$ cat src/core/pol_cfg.svh
`ifndef POL_CFG_SVH
`define POL_CFG_SVH

// register byte offsets (one aligned 32-bit word each)
`define REG_CTRL 5'h00
`define REG_THR 5'h04
`define REG_VSET 5'h08
`define REG_IRATED 5'h0C
`define REG_STATUS 5'h10
`define REG_IRQ_STAT 5'h14
`define REG_IRQ_MASK 5'h18

// guard indices, also bit positions in CTRL latch field, STATUS and IRQ registers
`define G_OC 0
`define G_OV 1
`define G_UV 2
`define G_OT 3
`define G_TRK 4
`define N_GUARD 5

// CTRL fields
`define CTRL_TRK_EN 5
`define CTRL_REARM 8
`define CTRL_RST 6'h00

// THR fields and reset codes
`define THR_OC_LSB 0
`define THR_OV_LSB 4
`define THR_UV_LSB 6
`define THR_PG 8
`define THR_OC_RST 4'hA
`define THR_OV_RST 2'h2
`define THR_UV_RST 2'h0
`define THR_PG_RST 1'h0

// plain defaults for setpoint and rated current
`define VSET_RST 16'h04B0
`define IRATED_RST 16'h2000

// STATUS fields
`define ST_LATCH_LSB 5
`define ST_WARN 10
`define ST_PG 11
`define ST_OFF 12

// IRQ bits beyond the per-guard trip bits
`define IRQ_WARN 5
`define IRQ_PG 6
`define IRQ_W 7

// threshold figures, percent, mV and deg C
`define OC_BASE 8'h3C
`define OC_STEP 8'h0C
`define OC_MAXCODE 4'hA
`define OV_BASE 8'h6E
`define OV_STEP 8'h0A
`define OV_MAXCODE 2'h2
`define OV_FLOOR_MV 16'h03E8
`define UV_BASE 8'h4B
`define UV_STEP 8'h05
`define UV_MAXCODE 2'h2
`define PG_BASE 8'h5A
`define PG_STEP 8'h05
`define PG_UPPER 8'h6E
`define TRK_BAND_MV 16'h00FA
`define OT_OFF_C 8'h82
`define OT_ON_C 8'h78
`define WARN_ON_C 8'h78
`define WARN_HYST_C 8'h03

// timing
`define CLK_NS 40
`define FILT_NS 6000
`define FILT_CYC ((`FILT_NS + `CLK_NS - 1) / `CLK_NS)
`define RETRY_MS 130
`define RETRY_CYC ((`RETRY_MS * 1000000) / `CLK_NS)

`endif

$ cat src/core/pol_pkg.sv
package pol_pkg;
    typedef enum logic [2:0] {
        G_RUN  = 3'b001,
        G_COOL = 3'b010,
        G_LOCK = 3'b100
    } guard_state_t;
endpackage

$ cat src/core/trip_filter.sv
`timescale 1ns/1ps
// output takes the input's level once it has differed for DLY cycles in a row
module trip_filter #(
    parameter int DLY = 1
) (
    input wire logic mclk_i,  // clock
    input wire logic nrst_i,  // async reset, low
    input wire logic cond_i,  // raw condition
    output logic cond_o       // qualified condition
);
    localparam int CW = $clog2(DLY + 1);
    logic [CW-1:0] cnt_r;
    logic q_r;

    assign cond_o = q_r;

    always_ff @(posedge mclk_i or negedge nrst_i) begin
        if (!nrst_i) begin
            q_r <= 1'b0;
            cnt_r <= '0;
        end else if (cond_i == q_r) begin
            cnt_r <= '0;
        end else if (cnt_r == CW'(DLY - 1)) begin
            q_r <= cond_i;
            cnt_r <= '0;
        end else begin
            cnt_r <= cnt_r + 1'b1;
        end
    end
endmodule

$ cat src/core/fault_guard.sv
`timescale 1ns/1ps
// one protection: turn off on trip, then retry each period or lock until re-armed
module fault_guard
    import pol_pkg::*;
#(
    parameter int RETRY = 1
) (
    input wire logic mclk_i,       // clock
    input wire logic nrst_i,       // async reset, low
    input wire logic trip_i,       // qualified fault
    input wire logic latch_i,      // 1 = latching response
    input wire logic restart_ok_i, // restart allowed at end of period
    input wire logic rearm_i,      // software re-enable pulse
    output logic off_o,            // turn-off command
    output logic latched_o,        // locked off
    output logic trip_evt_o        // one-cycle trip event
);
    localparam int RW = $clog2(RETRY + 1);
    guard_state_t st_r;
    logic [RW-1:0] cnt_r;
    logic period_end;

    assign period_end = (cnt_r == RW'(RETRY - 1));
    assign off_o = (st_r != G_RUN);
    assign latched_o = (st_r == G_LOCK);
    assign trip_evt_o = (st_r == G_RUN) && trip_i;

    always_ff @(posedge mclk_i or negedge nrst_i) begin
        if (!nrst_i) begin
            st_r <= G_RUN;
        end else begin
            case (st_r)
                G_RUN: begin
                    if (trip_i) begin
                        st_r <= latch_i ? G_LOCK : G_COOL;
                    end
                end
                G_COOL: begin
                    if (period_end && restart_ok_i) begin
                        st_r <= G_RUN;
                    end
                end
                G_LOCK: begin
                    // a hot overtemperature guard ignores re-arm until it has cooled
                    if (rearm_i && restart_ok_i) begin
                        st_r <= G_RUN;
                    end
                end
                default: st_r <= G_RUN;
            endcase
        end
    end

    // a refused restart simply begins another full period
    always_ff @(posedge mclk_i or negedge nrst_i) begin
        if (!nrst_i) begin
            cnt_r <= '0;
        end else if (st_r != G_COOL || period_end) begin
            cnt_r <= '0;
        end else begin
            cnt_r <= cnt_r + 1'b1;
        end
    end
endmodule

$ cat src/core/pol_fault_protection_manager.sv
`timescale 1ns/1ps
`include "pol_cfg.svh"
module pol_fault_protection_manager
    import pol_pkg::*;
#(
    parameter int RETRY_CYC = `RETRY_CYC
) (
    input wire logic mclk_i,                    // 25 MHz clock
    input wire logic nrst_i,                    // async reset, low
    input wire logic [4:0] avs_address_i,       // byte address
    input wire logic avs_read_i,                // read request
    input wire logic avs_write_i,               // write request
    input wire logic [31:0] avs_writedata_i,    // write data
    input wire logic [3:0] avs_byteenable_i,    // byte lanes
    output logic [31:0] avs_readdata_o,         // read data
    output logic avs_waitrequest_o,             // stall
    input wire logic [15:0] vout_mv_i,          // output voltage, mV
    input wire logic [15:0] iout_ma_i,          // output current, mA
    input wire logic [7:0] temp_c_i,            // controller temperature, deg C
    input wire logic [15:0] track_ref_mv_i,     // tracking reference, mV
    input wire logic ramp_up_i,                 // output is ramping up
    output logic out_off_o,                     // output turn-off command
    output logic output_in_window_flag_o,       // power-good pin
    output logic irq_o                          // level interrupt
);
    logic [5:0] ctrl_r;
    logic [8:0] thr_r;
    logic [15:0] vset_r;
    logic [15:0] irated_r;
    logic [`IRQ_W-1:0] irq_stat_r;
    logic [`IRQ_W-1:0] irq_mask_r;
    logic [`IRQ_W-1:0] irq_stat_nxt;
    logic [`IRQ_W-1:0] irq_mask_nxt;
    logic [`IRQ_W-1:0] irq_evt;
    logic [31:0] rdata_r;
    logic wait_r;
    logic off_r;
    logic pg_r;
    logic irq_r;
    logic warn_hyst_r;
    logic warn_q;
    logic warn_d_r;
    logic pg_q;
    logic rearm;
    logic wr_go;
    logic req;
    logic [`N_GUARD-1:0] raw;
    logic [`N_GUARD-1:0] trip_q;
    logic [`N_GUARD-1:0] g_off;
    logic [`N_GUARD-1:0] g_lock;
    logic [`N_GUARD-1:0] g_evt;
    logic [`N_GUARD-1:0] restart_ok;
    logic [3:0] oc_code;
    logic [1:0] ov_code;
    logic [1:0] uv_code;
    logic [23:0] v100;
    logic [23:0] i100;
    logic [15:0] trk_diff;
    logic pg_raw;

    function automatic logic [23:0] pct_of(input logic [15:0] base, input logic [7:0] pct);
        pct_of = {8'h00, base} * {16'h0000, pct};
    endfunction

    function automatic logic [31:0] be_merge(input logic [31:0] old, input logic [31:0] nw, input logic [3:0] be);
        logic [31:0] m;
        m = {{8{be[3]}}, {8{be[2]}}, {8{be[1]}}, {8{be[0]}}};
        be_merge = (old & ~m) | (nw & m);
    endfunction

    // ---------------- bus slave ----------------
    // every access takes two cycles: data is fetched while waitrequest is high
    assign req = avs_read_i || avs_write_i;
    assign wr_go = avs_write_i && !wait_r;
    assign rearm = wr_go && avs_address_i == `REG_CTRL && avs_byteenable_i[1]
        && avs_writedata_i[`CTRL_REARM];

    always_ff @(posedge mclk_i or negedge nrst_i) begin
        if (!nrst_i) begin
            wait_r <= 1'b1;
        end else begin
            wait_r <= !(req && wait_r);
        end
    end

    always_ff @(posedge mclk_i or negedge nrst_i) begin
        if (!nrst_i) begin
            rdata_r <= 32'h0000_0000;
        end else if (avs_read_i && wait_r) begin
            case (avs_address_i)
                `REG_CTRL: rdata_r <= {26'h0, ctrl_r};
                `REG_THR: rdata_r <= {23'h0, thr_r};
                `REG_VSET: rdata_r <= {16'h0, vset_r};
                `REG_IRATED: rdata_r <= {16'h0, irated_r};
                `REG_STATUS: rdata_r <= {19'h0, off_r, pg_r, warn_q, g_lock, g_off};
                `REG_IRQ_STAT: rdata_r <= {25'h0, irq_stat_r};
                `REG_IRQ_MASK: rdata_r <= {25'h0, irq_mask_r};
                default: rdata_r <= 32'h0000_0000;
            endcase
        end
    end

    // settings may change at any time and act on the next comparison
    always_ff @(posedge mclk_i or negedge nrst_i) begin
        if (!nrst_i) begin
            ctrl_r <= `CTRL_RST;
            thr_r <= {`THR_PG_RST, `THR_UV_RST, `THR_OV_RST, `THR_OC_RST};
            vset_r <= `VSET_RST;
            irated_r <= `IRATED_RST;
        end else if (wr_go) begin
            case (avs_address_i)
                `REG_CTRL: ctrl_r <= 6'(be_merge({26'h0, ctrl_r}, avs_writedata_i, avs_byteenable_i));
                `REG_THR: thr_r <= 9'(be_merge({23'h0, thr_r}, avs_writedata_i, avs_byteenable_i));
                `REG_VSET: vset_r <= 16'(be_merge({16'h0, vset_r}, avs_writedata_i, avs_byteenable_i));
                `REG_IRATED: irated_r <= 16'(be_merge({16'h0, irated_r}, avs_writedata_i, avs_byteenable_i));
                default: ;
            endcase
        end
    end

    assign avs_readdata_o = rdata_r;
    assign avs_waitrequest_o = wait_r;

    // ---------------- thresholds ----------------
    // out-of-range codes clamp to the top step
    assign oc_code = (thr_r[`THR_OC_LSB+:4] > `OC_MAXCODE) ? `OC_MAXCODE : thr_r[`THR_OC_LSB+:4];
    assign ov_code = (thr_r[`THR_OV_LSB+:2] > `OV_MAXCODE) ? `OV_MAXCODE : thr_r[`THR_OV_LSB+:2];
    assign uv_code = (thr_r[`THR_UV_LSB+:2] > `UV_MAXCODE) ? `UV_MAXCODE : thr_r[`THR_UV_LSB+:2];
    assign v100 = pct_of(vout_mv_i, 8'h64);
    assign i100 = pct_of(iout_ma_i, 8'h64);
    assign trk_diff = (vout_mv_i > track_ref_mv_i) ? vout_mv_i - track_ref_mv_i : track_ref_mv_i - vout_mv_i;

    always_comb begin
        raw = '0;
        raw[`G_OC] = i100 > pct_of(irated_r, `OC_BASE + {4'h0, oc_code} * `OC_STEP);
        raw[`G_OV] = v100 > pct_of(vset_r, `OV_BASE + {6'h00, ov_code} * `OV_STEP)
            && vout_mv_i > `OV_FLOOR_MV;
        raw[`G_UV] = !ramp_up_i && v100 < pct_of(vset_r, `UV_BASE + {6'h00, uv_code} * `UV_STEP);
        raw[`G_OT] = temp_c_i >= `OT_OFF_C;
        raw[`G_TRK] = ctrl_r[`CTRL_TRK_EN] && ramp_up_i && trk_diff > `TRK_BAND_MV;
    end

    // overtemperature may restart, by retry or by re-arm, only once cooled
    always_comb begin
        restart_ok = '1;
        restart_ok[`G_OT] = temp_c_i <= `OT_ON_C;
    end

    // ---------------- guards ----------------
    // overcurrent acts on the first sample; the others are qualified for 6 us
    for (genvar g = 0; g < `N_GUARD; g++) begin : gen_guard
        trip_filter #(
            .DLY((g == `G_OC) ? 1 : `FILT_CYC)
        ) u_filt (
            .mclk_i(mclk_i),
            .nrst_i(nrst_i),
            .cond_i(raw[g]),
            .cond_o(trip_q[g])
        );
        fault_guard #(
            .RETRY(RETRY_CYC)
        ) u_guard (
            .mclk_i(mclk_i),
            .nrst_i(nrst_i),
            .trip_i(trip_q[g]),
            .latch_i(ctrl_r[g]),
            .restart_ok_i(restart_ok[g]),
            .rearm_i(rearm),
            .off_o(g_off[g]),
            .latched_o(g_lock[g]),
            .trip_evt_o(g_evt[g])
        );
    end

    always_ff @(posedge mclk_i or negedge nrst_i) begin
        if (!nrst_i) begin
            off_r <= 1'b0;
        end else begin
            off_r <= |g_off;
        end
    end

    // ---------------- warning ----------------
    always_ff @(posedge mclk_i or negedge nrst_i) begin
        if (!nrst_i) begin
            warn_hyst_r <= 1'b0;
        end else if (temp_c_i >= `WARN_ON_C) begin
            warn_hyst_r <= 1'b1;
        end else if (temp_c_i <= `WARN_ON_C - `WARN_HYST_C) begin
            warn_hyst_r <= 1'b0;
        end
    end

    trip_filter #(
        .DLY(`FILT_CYC)
    ) u_warn_filt (
        .mclk_i(mclk_i),
        .nrst_i(nrst_i),
        .cond_i(warn_hyst_r),
        .cond_o(warn_q)
    );

    // ---------------- power-good window ----------------
    assign pg_raw = v100 >= pct_of(vset_r, `PG_BASE + (thr_r[`THR_PG] ? `PG_STEP : 8'h00))
        && v100 <= pct_of(vset_r, `PG_UPPER);

    trip_filter #(
        .DLY(`FILT_CYC)
    ) u_pg_filt (
        .mclk_i(mclk_i),
        .nrst_i(nrst_i),
        .cond_i(pg_raw),
        .cond_o(pg_q)
    );

    always_ff @(posedge mclk_i or negedge nrst_i) begin
        if (!nrst_i) begin
            pg_r <= 1'b0;
            warn_d_r <= 1'b0;
        end else begin
            pg_r <= pg_q;
            warn_d_r <= warn_q;
        end
    end

    assign output_in_window_flag_o = pg_r;
    assign out_off_o = off_r;

    // ---------------- interrupts ----------------
    always_comb begin
        irq_evt = '0;
        irq_evt[`N_GUARD-1:0] = g_evt;
        irq_evt[`IRQ_WARN] = warn_q && !warn_d_r;
        irq_evt[`IRQ_PG] = pg_q != pg_r;
        irq_mask_nxt = irq_mask_r;
        if (wr_go && avs_address_i == `REG_IRQ_MASK) begin
            irq_mask_nxt = 7'(be_merge({25'h0, irq_mask_r}, avs_writedata_i, avs_byteenable_i));
        end
        irq_stat_nxt = irq_stat_r;
        if (wr_go && avs_address_i == `REG_IRQ_STAT && avs_byteenable_i[0]) begin
            irq_stat_nxt = irq_stat_nxt & ~avs_writedata_i[`IRQ_W-1:0];
        end
        // a new event in the clearing cycle is kept
        irq_stat_nxt = irq_stat_nxt | irq_evt;
    end

    always_ff @(posedge mclk_i or negedge nrst_i) begin
        if (!nrst_i) begin
            irq_stat_r <= '0;
            irq_mask_r <= '0;
            irq_r <= 1'b0;
        end else begin
            irq_stat_r <= irq_stat_nxt;
            irq_mask_r <= irq_mask_nxt;
            // next mask as well as next status, so the pin never lags a mask write
            irq_r <= |(irq_stat_nxt & irq_mask_nxt);
        end
    end

    assign irq_o = irq_r;
endmodule

$ cat config.mk
export PLATFORM = sky130hd
export DESIGN_NAME = pol_fault_protection_manager
export DESIGN_NICKNAME = d
export VERILOG_FILES = /design/src/core/pol_pkg.sv /design/src/core/trip_filter.sv /design/src/core/fault_guard.sv /design/src/core/pol_fault_protection_manager.sv
export VERILOG_INCLUDE_DIRS = /design/src /design/src/core
export SDC_FILE = /design/constraint.sdc
export NUM_CORES = 2
export LEC_CHECK = 0
export ABC_AREA = 0
export BUFFER_PORTS_ARGS = -buffer_cell sky130_fd_sc_hd__buf_2
export CAP_MARGIN = 5
export CORE_ASPECT_RATIO = 1.2
export CORE_UTILIZATION = 51
export CTS_BUF_LIST = sky130_fd_sc_hd__clkbuf_8
export DETAILED_ROUTE_END_ITERATION = 8
export MAX_ROUTING_LAYER = met4
export PLACE_DENSITY = 0.7
export SYNTH_ARGS = -nofsm -noshare
export SYNTH_HDL_FRONTEND = slang
export SYNTH_SLANG_ARGS = --single-unit
$ cat constraint.sdc
create_clock -name mclk_i -period 19 [get_ports mclk_i]
set_input_delay 5.7 -clock mclk_i [delete_from_list [all_inputs] [get_ports mclk_i]]
set_output_delay 5.7 -clock mclk_i [all_outputs]
set_load 0.005 [all_outputs]
==> flow_summary.yaml <==
detailed_routing:
  first_pass_iters: 7
  vias_per_cell: 5.47
  vias: 26175
  drt.antenna.violating_nets: 0
  wire_per_inst_um: 16.3
  wl_mm: 78.0
  drtIter0Drc: 1153
  drc: 4
timing:
  fmax_ghz: 0.0830
  maxSlewViolCount: 0
  finalHoldViolations: 0
  skew_ns: 0.0445
  setup_ws_ns: 6.95
  relSlewSlack_pct: 23.8
  finalSetupViolCount: 0
  worstMarginPinSlew_ns: 1.14
  period_needed_ns: 12.05
  fin_crit_sh_pct: 63.4
  hold_ws_ns: 0.452
  setup_tns_ns: 0
  rsz0062_at_grt: "false"
clock_tree:
  cts.sinks: 263
  clk_pin_slew_worst_paths_ns: 0.06
  cts-root-buf: "clkbuf_8"
  clock_latency_ns: 0.64
  postCtsSetupBuffers: 0
  htreeDepth: 2
  clockBufferDepth: 3
  cts_tree: "yes"
  cts_hold_buf: 0
  cts_buffers: 47
  cts_resized: 0
run_status:
  violations: "DRC"
  status: "complete, but fails checks"
worst_setup_path:
  path_class: "input port to register"
  arrival_ns: 12.47
  critPathRequiredTime_ns: 19.42
  start_kind: "input port"
  end_kind: "register"
  cp_max_fo: 8
yosys:
  syn_inst: 3796
  seq_area_frac_synth_pct: 19.5
  yosysTopAreaCellShare_pct: 19.3
  synth_cell_types: 88
  synthTopCellsByArea: "ha_1 (19%), dfrtp_1 (18%), fa_1 (17%)"
  synth-edff-count: 0
  ys_ff_latch: 263
  ys_async_sr_fraction_pct: 100
  syn-mean-instance-area_um2: 8.93
  synth.cell_area_mm2: 0.0339
  yosysTopAreaCell: "ha_1"
  ys.flop_type: "dfrtp_1"
  yosys_warnings: 0
global_route:
  grt_max_degree: 149
  grt_usage_pct: 24.5
  grt_pass1_vias: 26538
  antenna_found_initial: 9
  overflow: 0
  grt_pass1_wl_mm: 131
floorplanning:
  core_mm2: 0.0657
  initial_core_util_pct: 51.6
  rows: 103
  die_w_um: 237
  io_pins: 138
  die_area_mm2: 0.0675
  die_h_um: 284
placed_design:
  dp_cells: 4689
  dp_hpwl_mm: 62.7
  place_congestion: 0.940
  pre_cts_ws_ns: 6.41
  portBuffers: 103
min_path:
  hp-class: "register to register"
final_layout:
  fillers: 6009
  drive_gt1_share_pct: 7.70
  layout.nets: 4810
  finalNonFillerCells: 4787
  area_delta_synth_final_pct: 7.62
  multi_input_area_mm2: 0.0246
  ff_latch_area_mm2: 0.00660
job:
  max-cap-violations: 0
==> cell families (layout without fill, tap and decap cells) <==
family / Yosys count / count (layout) / synth area share [%]
xor+xnor: 249 / 249 / 6.44
other cells: 2 / 27 / 0.0222
mux: 48 / 48 / 1.58
fa+ha+maj: 810 / 810 / 36.3
simple gates: 1125 / 1125 / 16.6
compound gates: 598 / 598 / 11.6
buf+inv: 701 / 827 / 8.05
flops: 263 / 263 / 19.5
==> placed cells by master, fill, tap and decap left out, types with 13 or more instances in the layout <==
master / n
a211oi_1: 19
a21o_1: 94
a21oi_1: 162
a22oi_1: 14
a31oi_1: 13
and2_1: 108
and3_1: 47
buf_2: 102
buf_4: 31
clkbuf_8: 69
conb_1: 17
dfrtp_1: 249
dfstp_2: 14
fa_1: 288
ha_1: 522
inv_1: 613
mux2_2: 43
nand2_1: 296
nand2b_1: 52
nand3_1: 101
nand4_1: 48
nor2_1: 241
nor2b_1: 52
nor3_1: 63
nor3b_1: 14
nor4_1: 19
o21a_1: 19
o21ai_0: 125
o21bai_1: 25
or3_1: 29
xnor2_1: 115
xor2_1: 134
==> final timing paths <==
kind | startpoint | end | slack, ns | cells after the start
max in group asynchronous | nrst_i | u_pg_filt.cnt_r[5] | 12.52 | 2
hold / removal | gen_guard[0].u_guard.cnt_r[0] | gen_guard[0].u_guard.cnt_r[0] | 0.45 | 1
setup reg to reg | register | gen_guard[0].u_filt.cond_o | 9.98 | 34
setup / recovery | vout_mv_i[2] | u_pg_filt.cnt_r[2] | 6.95 | 27
hold reg to reg | gen_guard[0].u_guard.cnt_r[0] | gen_guard[0].u_guard.cnt_r[0] | 0.45 | 1
min in group asynchronous | nrst_i | gen_guard[3].u_guard.cnt_r[14] | 5.16 | 1
==> cells in the mapped netlist, types with 14 or more instances <==
master / count
xor2_1: 134
a22oi_1: 14
nand4_1: 48
o21ai_0: 126
a21oi_1: 162
nor4_1: 19
a21o_1: 94
nor2b_1: 52
nor3_1: 64
nand2_1: 296
ha_1: 522
o21bai_1: 25
a211oi_1: 19
clkbuf_1: 71
or3_1: 29
fa_1: 288
o21a_1: 19
nand2b_1: 52
dfstp_2: 14
nor3b_1: 14
inv_1: 604
and3_1: 47
nor2_1: 241
nand3_1: 101
and2_1: 108
mux2_2: 43
xnor2_1: 115
buf_4: 20
dfrtp_1: 249
==> per-layer routing <==
layer  vias up  global-route usage, %  part of all wire (%)
met5         -                      -                     0
met4         0                   8.65                   3.4
met3       144                   2.81                   4.0
met2       509                   42.0                    50
met1     12672                   29.7                    43
li1      12850                      -                     -
==> worst max-delay path: stages <==
cell and delay, ns:
buf_2 0.25, inv_1 0.11, ha_1 0.29, inv_1 0.04
ha_1 0.26, inv_1 0.05, fa_1 0.50, inv_1 0.04
ha_1 0.32, nor2b_1 0.14, o21ai_0 0.19, a21boi_0 0.14
o21ai_0 0.22, a21boi_0 0.18, o2111a_1 0.29, o31ai_1 0.49
xnor2_1 0.14, buf_4 0.20, ha_1 0.30, and4_1 0.26
nand2_1 0.06, nor4_1 0.69, nor2b_1 0.22, o221a_2 0.20
o31ai_1 0.13, o31ai_1 0.88, a211oi_1 0.17
==> stage by stage <==
stage,utilization (%),instance area (um^2)
after detailed placement,53.7,35300
after global placement,53.7,35300
after floorplan,-,33900
final,55.5,36500
after global routing,55.5,36500
after CTS,55.5,36400
==> cell type report <==
type | count | share of cell area (%)
well taps | 840 | 2.88
inverters | 604 | 6.22
clock inverters | 19 | 0.491
clock buffers | 69 | 2.60
repair buffers | 135 | 2.13
multi-input cells | 2847 | 67.5
flip-flops and latches | 263 | 18.1
diodes | 10 | 0.0686
Power is left out: the tool's default activity adds up to more than one toggle a clock period on the data nets, which glitch-free logic cannot reach.
